## src/ecwp_params.svh

```systemverilog
// Purpose: constants for the event counter / watchdog prescaler block
// Assumes: one clock, synchronous active-high reset
// Notes:   configuration bit positions and reset values
`ifndef ECWP_PARAMS_SVH
`define ECWP_PARAMS_SVH

// ****************************************
// configuration field positions
// ****************************************
`define ECWP_CFG_INT_EN_BIT    6
`define ECWP_CFG_SRC_BIT       5
`define ECWP_CFG_EDGE_BIT      4
`define ECWP_CFG_ASSIGN_BIT    3
`define ECWP_CFG_RATE_MSB      2
`define ECWP_CFG_RATE_LSB      0

// ****************************************
// reset values and counts
// ****************************************
`define ECWP_CFG_RESET         8'hff
`define ECWP_COUNT_RESET       8'h00
`define ECWP_COUNT_MAX         8'hff
`define ECWP_WDT_TICK_NS       1000
`define ECWP_CLK_NS            8
`define ECWP_WDT_TICK_CYCLES   (`ECWP_WDT_TICK_NS / `ECWP_CLK_NS)

`endif

```

## src/ecwp_pkg.sv

```systemverilog
// Purpose: types for the event counter / watchdog prescaler block
// Assumes: nothing beyond the params header
// Notes:   holds types only
package ecwp_pkg;
   typedef logic [7:0] ecwp_byte_type;
   typedef enum logic [0:0] {
      ecwp_to_counter  = 1'b0,
      ecwp_to_watchdog = 1'b1
   } ecwp_assign_type;
endpackage

```

## src/ecwp_prescaler.sv

```systemverilog
// Purpose: shared 8-bit divide-by-2^k prescaler
// Assumes: tick_in is a one-cycle pulse
// Notes:   count is internal only, no access path
`timescale 1ns/1ps
`include "ecwp_params.svh"

module ecwp_prescaler (
   // clock and reset
   input  wire logic                  clk_sys,
   input  wire logic                  sys_rst,
   // control
   input  wire logic                  clear,
   input  wire logic [3:0]            shift,
   // ticks
   input  wire logic                  tick_in,
   output logic                       tick_out
);
   ecwp_pkg::ecwp_byte_type count_ff;
   logic [8:0]              nxt_count;
   logic [8:0]              limit;

   always_comb begin
      nxt_count = {1'b0, count_ff} + 9'h001;
      limit     = 9'h001 << shift;
   end

   // ****************************************
   // divider
   // ****************************************
   always_ff @(posedge clk_sys) begin
      if (sys_rst || clear) begin
         count_ff <= `ECWP_COUNT_RESET;
         tick_out <= 1'b0;
      end else begin
         tick_out <= 1'b0;
         if (shift == 4'h0) begin
            tick_out <= tick_in;
         end else if (tick_in) begin
            if (nxt_count == limit) begin
               count_ff <= `ECWP_COUNT_RESET;
               tick_out <= 1'b1;
            end else begin
               count_ff <= nxt_count[7:0];
            end
         end
      end
   end
endmodule // ecwp_prescaler

```

## src/ecwp_core.sv

```systemverilog
// Purpose: 8-bit event counter and 8-bit watchdog sharing one prescaler
// Assumes: inputs synchronous to clk_sys; instr_tick is one pulse per
//          instruction cycle
// Notes:   config arrives as a port byte, no register bus
//
// Function
// - 8-bit event counter, extendable to 16 bits through the prescaler
// - 8-bit watchdog timer shares the one prescaler with the counter
// - source bit clear: counter advances once per instruction cycle
// - source bit set: counter advances on valid pin transitions
// - edge bit set selects falling edges, clear selects rising edges
// - increment wrap from ff to 00, outside load and return-with-offset, raises an interrupt request
// - no pending flag; software reads the count to see a wrap
// - assign bit set: watchdog overflow drives the prescaler
// - on the watchdog the prescaler divides the watchdog overflow
// - assign bit clear: prescaler output supplies counter increments
// - three-bit rate field sets the division for either user
// - prescaler count has no read or write access path
// - prescaler serves only one of counter or watchdog at a time
// - rollover interrupt gated by its own configuration enable bit
// - return-with-offset adds the working value to the counter
`timescale 1ns/1ps
`include "ecwp_params.svh"

module ecwp_core (
   // clock and reset
   input  wire logic                  clk_sys,
   input  wire logic                  sys_rst,
   // configuration byte
   input  wire logic [7:0]            config_byte,
   // instruction side
   input  wire logic                  instr_tick,
   input  wire logic                  counter_wr,
   input  wire logic [7:0]            counter_wr_data,
   input  wire logic                  interrupt_return_with_offset,
   input  wire logic [7:0]            work_value,
   input  wire logic                  watchdog_clear,
   input  wire logic                  watchdog_enable,
   // counter pin
   input  wire logic                  event_counter_pin,
   // status
   output logic [7:0]                 event_counter,
   output logic                       counter_irq,
   output logic                       watchdog_reset_req
);
   logic                    pin_q_ff;
   logic                    edge_event;
   logic                    wdt_base_ff;
   logic [15:0]             wdt_div_ff;
   ecwp_pkg::ecwp_byte_type watchdog_timer_ff;
   ecwp_pkg::ecwp_assign_type prescaler_assign;
   logic [2:0]              rate;
   logic                    raw_tick;
   logic                    pre_in;
   logic                    pre_out;
   logic                    pre_clear;
   logic [3:0]              shift;
   logic                    counter_inc;
   logic                    wdt_ovf;
   logic                    assign_q_ff;
   logic [7:0]              nxt_counter;

   assign prescaler_assign =
      ecwp_pkg::ecwp_assign_type'(config_byte[`ECWP_CFG_ASSIGN_BIT]);
   assign rate = config_byte[`ECWP_CFG_RATE_MSB:`ECWP_CFG_RATE_LSB];

   // ****************************************
   // external pin edge detect
   // ****************************************
   always_ff @(posedge clk_sys) begin
      if (sys_rst) begin
         pin_q_ff <= 1'b0;
      end else begin
         pin_q_ff <= event_counter_pin;
      end
   end

   always_comb begin
      if (config_byte[`ECWP_CFG_EDGE_BIT]) begin
         edge_event = pin_q_ff & ~event_counter_pin;
      end else begin
         edge_event = ~pin_q_ff & event_counter_pin;
      end
   end

   // source select
   assign raw_tick = config_byte[`ECWP_CFG_SRC_BIT] ? edge_event
                                                    : instr_tick;

   // ****************************************
   // watchdog base tick divider
   // ****************************************
   always_ff @(posedge clk_sys) begin
      if (sys_rst || !watchdog_enable || watchdog_clear) begin
         wdt_div_ff  <= 16'h0000;
         wdt_base_ff <= 1'b0;
      end else if (wdt_div_ff == 16'(`ECWP_WDT_TICK_CYCLES - 1)) begin
         wdt_div_ff  <= 16'h0000;
         wdt_base_ff <= 1'b1;
      end else begin
         wdt_div_ff  <= wdt_div_ff + 16'h0001;
         wdt_base_ff <= 1'b0;
      end
   end

   // ****************************************
   // watchdog 8-bit count
   // ****************************************
   always_ff @(posedge clk_sys) begin
      if (sys_rst || !watchdog_enable || watchdog_clear) begin
         watchdog_timer_ff <= `ECWP_COUNT_RESET;
      end else if (wdt_base_ff) begin
         watchdog_timer_ff <= watchdog_timer_ff + 8'h01;
      end
   end

   assign wdt_ovf = wdt_base_ff && (watchdog_timer_ff == `ECWP_COUNT_MAX);

   // ****************************************
   // prescaler routing, one user only
   // ****************************************
   always_comb begin
      if (prescaler_assign == ecwp_pkg::ecwp_to_watchdog) begin
         pre_in = wdt_ovf;
         shift  = {1'b0, rate};
      end else begin
         pre_in = raw_tick;
         shift  = {1'b0, rate} + 4'h1;
      end
   end

   // reassignment restarts the count so no stale residue leaks over
   always_ff @(posedge clk_sys) begin
      if (sys_rst) begin
         assign_q_ff <= 1'b1;
      end else begin
         assign_q_ff <= config_byte[`ECWP_CFG_ASSIGN_BIT];
      end
   end
   assign pre_clear = assign_q_ff != config_byte[`ECWP_CFG_ASSIGN_BIT];

   // count held inside, no port exposes it
   ecwp_prescaler u_prescaler (
      .clk_sys  (clk_sys),
      .sys_rst  (sys_rst),
      .clear    (pre_clear),
      .shift    (shift),
      .tick_in  (pre_in),
      .tick_out (pre_out)
   );

   assign counter_inc =
      (prescaler_assign == ecwp_pkg::ecwp_to_watchdog) ? raw_tick
                                                       : pre_out;

   // ****************************************
   // event counter
   // ****************************************
   always_comb begin
      nxt_counter = event_counter;
      if (counter_wr) begin
         nxt_counter = counter_wr_data;
      end else if (interrupt_return_with_offset) begin
         nxt_counter = event_counter + work_value
                       + {7'h00, counter_inc};
      end else if (counter_inc) begin
         nxt_counter = event_counter + 8'h01;
      end
   end

   always_ff @(posedge clk_sys) begin
      if (sys_rst) begin
         event_counter <= `ECWP_COUNT_RESET;
      end else begin
         event_counter <= nxt_counter;
      end
   end

   // ****************************************
   // interrupt pulse, no sticky flag kept
   // ****************************************
   always_ff @(posedge clk_sys) begin
      if (sys_rst) begin
         counter_irq <= 1'b0;
      end else begin
         counter_irq <= !counter_wr && !interrupt_return_with_offset
                        && counter_inc
                        && (event_counter == `ECWP_COUNT_MAX)
                        && config_byte[`ECWP_CFG_INT_EN_BIT];
      end
   end

   // ****************************************
   // watchdog reset request
   // ****************************************
   always_ff @(posedge clk_sys) begin
      if (sys_rst) begin
         watchdog_reset_req <= 1'b0;
      end else if (prescaler_assign == ecwp_pkg::ecwp_to_watchdog) begin
         watchdog_reset_req <= pre_out;
      end else begin
         watchdog_reset_req <= wdt_ovf;
      end
   end
endmodule // ecwp_core

```

## config.mk

```make
export PLATFORM = sky130hd
export DESIGN_NAME = ecwp_core
export DESIGN_NICKNAME = d
export VERILOG_FILES = /design/src/ecwp_pkg.sv /design/src/ecwp_prescaler.sv /design/src/ecwp_core.sv
export VERILOG_INCLUDE_DIRS = /design/src
export SDC_FILE = /design/constraint.sdc
export NUM_CORES = 1
export LEC_CHECK = 0
export BUFFER_PORTS_ARGS = -buffer_cell sky130_fd_sc_hd__buf_2
export CAP_MARGIN = 0
export CORE_ASPECT_RATIO = 1.1
export CORE_UTILIZATION = 46
export CTS_BUF_LIST = sky130_fd_sc_hd__clkbuf_4
export DETAILED_ROUTE_END_ITERATION = 16
export PLACE_DENSITY = 0.75
export SETUP_SLACK_MARGIN = 0.02
export SLEW_MARGIN = 20
export SYNTH_ARGS = -nofsm -noshare
export SYNTH_HDL_FRONTEND = slang
export SYNTH_HIERARCHICAL = 1
export SYNTH_SLANG_ARGS = --single-unit
```

## constraint.sdc

```tcl
create_clock -name clk_sys -period 5.5 [get_ports clk_sys]
set_input_delay 0.55 -clock clk_sys [delete_from_list [all_inputs] [get_ports clk_sys]]
set_output_delay 0.55 -clock clk_sys [all_outputs]
set_load 0.01 [all_outputs]
```

==> results.json, run 1 <==
{
  "status": "finished clean",
  "slew_violations": 0,
  "yosysSeqAreaShare_pct": 29.9,
  "die_w_um": 80.1,
  "start_util_pct": 48.9,
  "regArea_um2": 921,
  "cts_resized": 0,
  "min_period_over_period_pct": 57.5,
  "h-tree-depth": 2,
  "clock_path_buffers": 2,
  "fin_crit_ns": 3.16,
  "synth_xor_xnor_area_share_pct": 10.2,
  "clock-sinks": 46,
  "cts-root-buf": "clkbuf_4",
  "synthCells": 384,
  "io_buffers": 40,
  "syn_area_mm2": 0.00308,
  "cp.required_ns": 5.75,
  "drive_gt1_share_pct": 16.4,
  "hpwlAfterDp_um": 4730,
  "worst_pin_slew_ns": 0.790,
  "dr.pass1.iters": 4,
  "place_inst": 487,
  "fillers": 616,
  "dieArea_mm2": 0.00703,
  "cts_tree": "yes",
  "rsz0062_at_grt": "no",
  "ys_warn_count": 6,
  "multi_input_area_mm2": 0.00204,
  "wl_per_cell_um": 13.0,
  "cp_max_fo": 12,
  "final_cells": 495,
  "grt_max_degree": 17,
  "core_mm2": 0.00631,
  "place_congestion": 0.875,
  "antenna_found_initial": 0,
  "slew_headroom_pct": 46.9,
  "synth_mux_area_share_pct": 1.01,
  "syn_nets": 430,
  "cts_hold_buf": 0,
  "holdCritPathClass": "input pin to flop",
  "fin_worst_skew_ns": 0.0108,
  "yosys.area_share.adder_pct": 6.17,
  "async_reset_ff_share_pct": 0,
  "grt_pass1_vias": 2513,
  "synth-edff-count": 0,
  "drc_errors": 0,
  "antenna_cells": 0,
  "synth_flop_cell": "dfxtp_1",
  "path_class": "input pin to flop",
  "endpoint_kind": "flop",
  "synth_area_leader_cell": "dfxtp_1",
  "grt_usage_pct": 19.5,
  "synth.distinct_cells": 66,
  "setup-violations-final": 0,
  "cts_setup_buffers": 0,
  "syn2layout_area_growth_pct": 10.5,
  "tns_ns": 0,
  "whs_ns": 0.427,
  "rows": 30,
  "avgViaCountPerCell": 5.74,
  "yosys-top-cells-count": "46 x dfxtp_1, 46 x nor2_1, 33 x nand2_1",
  "ys_ff_latch": 46,
  "ys_top_cells_by_area": "dfxtp_1 30%, xnor2_1 6.5%, nor2_1 5.6%",
  "powerDensity_mw_per_mm2": 209,
  "postRouteAntennaNets": 0,
  "synth_top_family_by_area": "simple AND/OR/NAND/NOR gates",
  "max_freq_mhz": 316,
  "nets": 460,
  "cp-start-kind": "input pin",
  "overflow": 0,
  "maxCapViolations": 0,
  "worstPathArrival_ns": 3.42,
  "hold_viol": 0,
  "yosys.area_share.simple_pct": 31.1,
  "worst_skew_pair.late_latency_ns": 0.35,
  "p_leak_nw": 1.24,
  "drtIter0Drc": 146,
  "vias": 2839,
  "synth_compound_area_share_pct": 16.9,
  "ios": 42,
  "synth.avg_cell_area_um2": 8.03,
  "ir_drop_mv": 0.139,
  "clk_pin_slew_worst_paths_ns": 0.13,
  "die_h_um": 87.9,
  "wirelength_um": 6420,
  "grt_pass1_wl_um": 11000,
  "cts_buffers": 5,
  "synth_top_area_share_pct": 29.9,
  "power_uw": 711,
  "post-route-util_pct": 54.0
}
## routing by layer
layer	share of wire, %	up-vias	track usage (%)
met1	48	1334	25.2
met2	46	63	33.9
li1	-	1438	-
met3	5.5	4	3.65
met5	0	-	0
met4	0.65	0	4.22
## final timing paths
check	start	to	slack, ns	cells past startpoint
max	config_byte[3]	u_prescaler/count_ff[7]	2.34	10
min	counter_wr_data[7]	event_counter[7]	0.43	3
max reg2reg	pin_q_ff	event_counter[6]	2.62	10
min reg2reg	u_prescaler/tick_out	watchdog_reset_req	0.47	2
## flip-flops by register name (all words and copies together) (netlist names)
name and count:
wdt_div_ff 16, event_counter 8, u_prescaler/count_ff 8, watchdog_timer_ff 8
assign_q_ff 1, counter_irq 1, pin_q_ff 1, u_prescaler/tick_out 1
watchdog_reset_req 1, wdt_base_ff 1
## stage by stage
| stage | area [um^2] | setup WS [ns] |
|---|---|---|
| final | 3410 | 2.34 |
| after global routing | 3410 | 2.15 |
| after CTS | 3400 | 2.42 |
| after detailed placement | 3310 | 2.03 |
| after global placement | 3310 | 2.05 |
| after floorplan | 3080 | 2.27 |
## cell type report
cell class	instances	share of cell area, %
Clock inverter	1	0.881
Tap cell	80	2.94
Sequential cell	46	27.0
Clock buffer	7	1.54
Multi-Input combinational cell	303	59.8
Timing Repair Buffer	40	5.88
Inverter	18	1.98
## critical path, stage by stage
cell      delay [ns]
buf_2           0.17
nand2b_1        0.17
xnor2_1         0.61
and4bb_2        0.34
xor2_1          0.17
xnor2_1         0.08
or4_4           0.50
nor4_4          0.55
or4_1           0.20
a31oi_1         0.08
## cell families after synthesis
kind of cell,Yosys count
adders and majority gates,14
xor gates and xnor gates,36
muxes,3
and+or+nand+nor,176
AOI/OAI and AO/OA,74
DFF,46
buffers and inverters,35
## cell usage in the layout (no fill, tap or decap), types with 3 or more instances in the layout
cell / Yosys / routed
dfxtp_1: 46 / 46
or3_1: 7 / 7
nand3_1: 21 / 21
clkbuf_4: 0 / 7
xor2_1: 13 / 13
and3_1: 5 / 5
o21ai_0: 6 / 6
a211oi_1: 4 / 4
a21oi_1: 22 / 22
xnor2_1: 23 / 23
nor2_1: 46 / 46
inv_1: 18 / 18
nor2b_1: 7 / 7
or4_1: 3 / 3
a31oi_1: 3 / 3
or2_2: 3 / 3
nand4_1: 9 / 9
nand2b_1: 8 / 8
o31ai_1: 4 / 4
o21a_1: 3 / 3
a21o_1: 3 / 3
nor3_1: 7 / 7
ha_1: 12 / 12
buf_2: 5 / 40
and2_1: 3 / 3
nand2_1: 33 / 33
o311ai_0: 3 / 3
o211ai_1: 3 / 3
## power by group
part	internal, mW	leakage, nW	total (mW)	switching (mW)
sequential	0.341	0.373	0.353	0.0124
clock	0.106	0.0463	0.210	0.104
combinational	0.0643	0.824	0.148	0.0835
total	0.512	1.24	0.711	0.200
Note: power is estimated with default switching activity, not from simulation.
==> run 2: changes to the inputs <==
==> constraint.sdc (replaced) <==
create_clock -name clk_sys -period 3.2 [get_ports clk_sys]
set_input_delay 0.32 -clock clk_sys [delete_from_list [all_inputs] [get_ports clk_sys]]
set_output_delay 0.32 -clock clk_sys [all_outputs]
set_load 0.01 [all_outputs]
==> results.json, run 2 (same netlist as run 1, synthesis figures left out) <==
{
  "holdCritPathClass": "input pin to flop",
  "endpoint_kind": "flop",
  "use_met1_pct": 24.1,
  "hold_depth": 3,
  "place_congestion": 0.907,
  "grt_busiest_layer": "met2",
  "wirelength_um": 6360,
  "crit_buf_inv": 0,
  "largest-register": "wdt_div_ff",
  "p_leak_nw": 1.26,
  "grt_pass1_vias": 2653,
  "ir_drop_mv": 0.188,
  "hpwlAfterDp_um": 4850,
  "vias": 2784,
  "cp-start-kind": "flop",
  "dieArea_mm2": 0.00703,
  "avgViaCountPerCell": 5.57,
  "die_w_um": 80.1,
  "slew_violations": 0,
  "hold_viol": 0,
  "cts-root-buf": "clkbuf_4",
  "fin_crit_ns": 2.76,
  "largest_reg_flops": 16,
  "core_mm2": 0.00631,
  "fillers": 603,
  "slowest_delay_ns": 0.43,
  "rsz0062_at_grt": "no",
  "die_h_um": 87.9,
  "tns_ns": 0,
  "slew_headroom_pct": 60.6,
  "clock-sinks": 46,
  "path_class": "flop to flop",
  "cts_setup_buffers": 0,
  "met3_usage_pct": 4.06,
  "maxCapViolations": 0,
  "rr_worst_depth": 10,
  "worstPathArrival_ns": 3.00,
  "io_buffers": 40,
  "clk_pin_slew_worst_paths_ns": 0.13,
  "grt_pass1_wl_um": 11000,
  "cp.depth": 10,
  "wl_per_cell_um": 12.7,
  "fin_worst_skew_ns": 0.0143,
  "cp_top_family": "compound AO/OA/AOI/OAI gates",
  "cpMaxStageDelayCell": "fa_1",
  "power_mw": 1.20,
  "drtIter0Drc": 163,
  "dr.pass1.iters": 4,
  "ios": 42,
  "start_util_pct": 48.9,
  "clock_path_buffers": 2,
  "antenna_cells": 0,
  "nets": 466,
  "multi_input_area_mm2": 0.00202,
  "post-route-util_pct": 54.4,
  "crit_chain": "nor3b_1, o31ai_1, and2_1, fa_1, fa_1, nor2b_1, o31ai_1, a2111o_1, o221ai_1, o21ai_0",
  "status": "finished clean",
  "antenna_found_initial": 0,
  "h-tree-depth": 2,
  "setup-violations-final": 0,
  "min_period_over_period_pct": 86.3,
  "cp_max_fo": 4,
  "cp.required_ns": 3.44,
  "cts_hold_buf": 0,
  "cts_tree": "yes",
  "cts_resized": 0,
  "max_freq_mhz": 362,
  "grt_usage_pct": 19.4,
  "overflow": 0,
  "rows": 30,
  "powerDensity_mw_per_mm2": 349,
  "worst_pin_slew_ns": 0.591,
  "grt_max_degree": 17,
  "drc_errors": 0,
  "grtUsageMet2_pct": 33.9,
  "mostFrequentLayoutCells": "46 x nor2_1, 46 x dfxtp_1, 40 x buf_2, 33 x nand2_1, 23 x xnor2_1",
  "drive_gt1_share_pct": 17.1,
  "postRouteAntennaNets": 0,
  "worst_skew_pair.late_latency_ns": 0.34,
  "syn2layout_area_growth_pct": 11.2,
  "regArea_um2": 921,
  "cts_buffers": 5
}
run 2: worst paths after layout:
kind | from | endpoint | slack [ns]
max | pin_q_ff | event_counter[6] | 0.44
max reg2reg | pin_q_ff | event_counter[6] | 0.44
min | counter_wr_data[7] | event_counter[7] | 0.21
min reg2reg | u_prescaler/tick_out | watchdog_reset_req | 0.46
run 2: per-layer routing:
| metal | up-vias | share of wire (%) |
|---|---|---|
| met5 | - | 0 |
| met4 | 0 | 0.85 |
| met3 | 6 | 4.5 |
| met2 | 47 | 47 |
| met1 | 1289 | 47 |
| li1 | 1442 | - |
run 2: where the power goes:
part	internal [mW]	leakage (nW)	switching, mW
sequential	0.586	0.373	0.0206
clock	0.158	0.0387	0.172
combinational	0.118	0.851	0.143
run 2: worst min-delay path, stage by stage:
cell and delay (ns):
buf_2 0.08, nand3_1 0.07, o41ai_1 0.06
run 2: layout make-up:
type / count / share of cell area (%)
Sequential cell: 46 / 26.9
Inverter: 18 / 1.97
Clock buffer: 5 / 1.09
Clock inverter: 2 / 0.985
Multi-Input combinational cell: 303 / 59.0
Timing Repair Buffer: 46 / 7.15
Tap cell: 80 / 2.92
run 2: stage by stage:
| step | cell area (um^2) | hold slack (ns) | worst slack [ns] | instances |
|---|---|---|---|---|
| after floorplan | 3080 | 0.436 | 0.204 | 384 |
| after global placement | 3360 | 0.450 | 0.212 | 493 |
| after detailed placement | 3360 | 0.452 | 0.174 | 493 |
| after CTS | 3430 | 0.197 | 0.419 | 500 |
| after global routing | 3430 | 0.201 | 0.293 | 500 |
| final | 3430 | 0.210 | 0.438 | 500 |
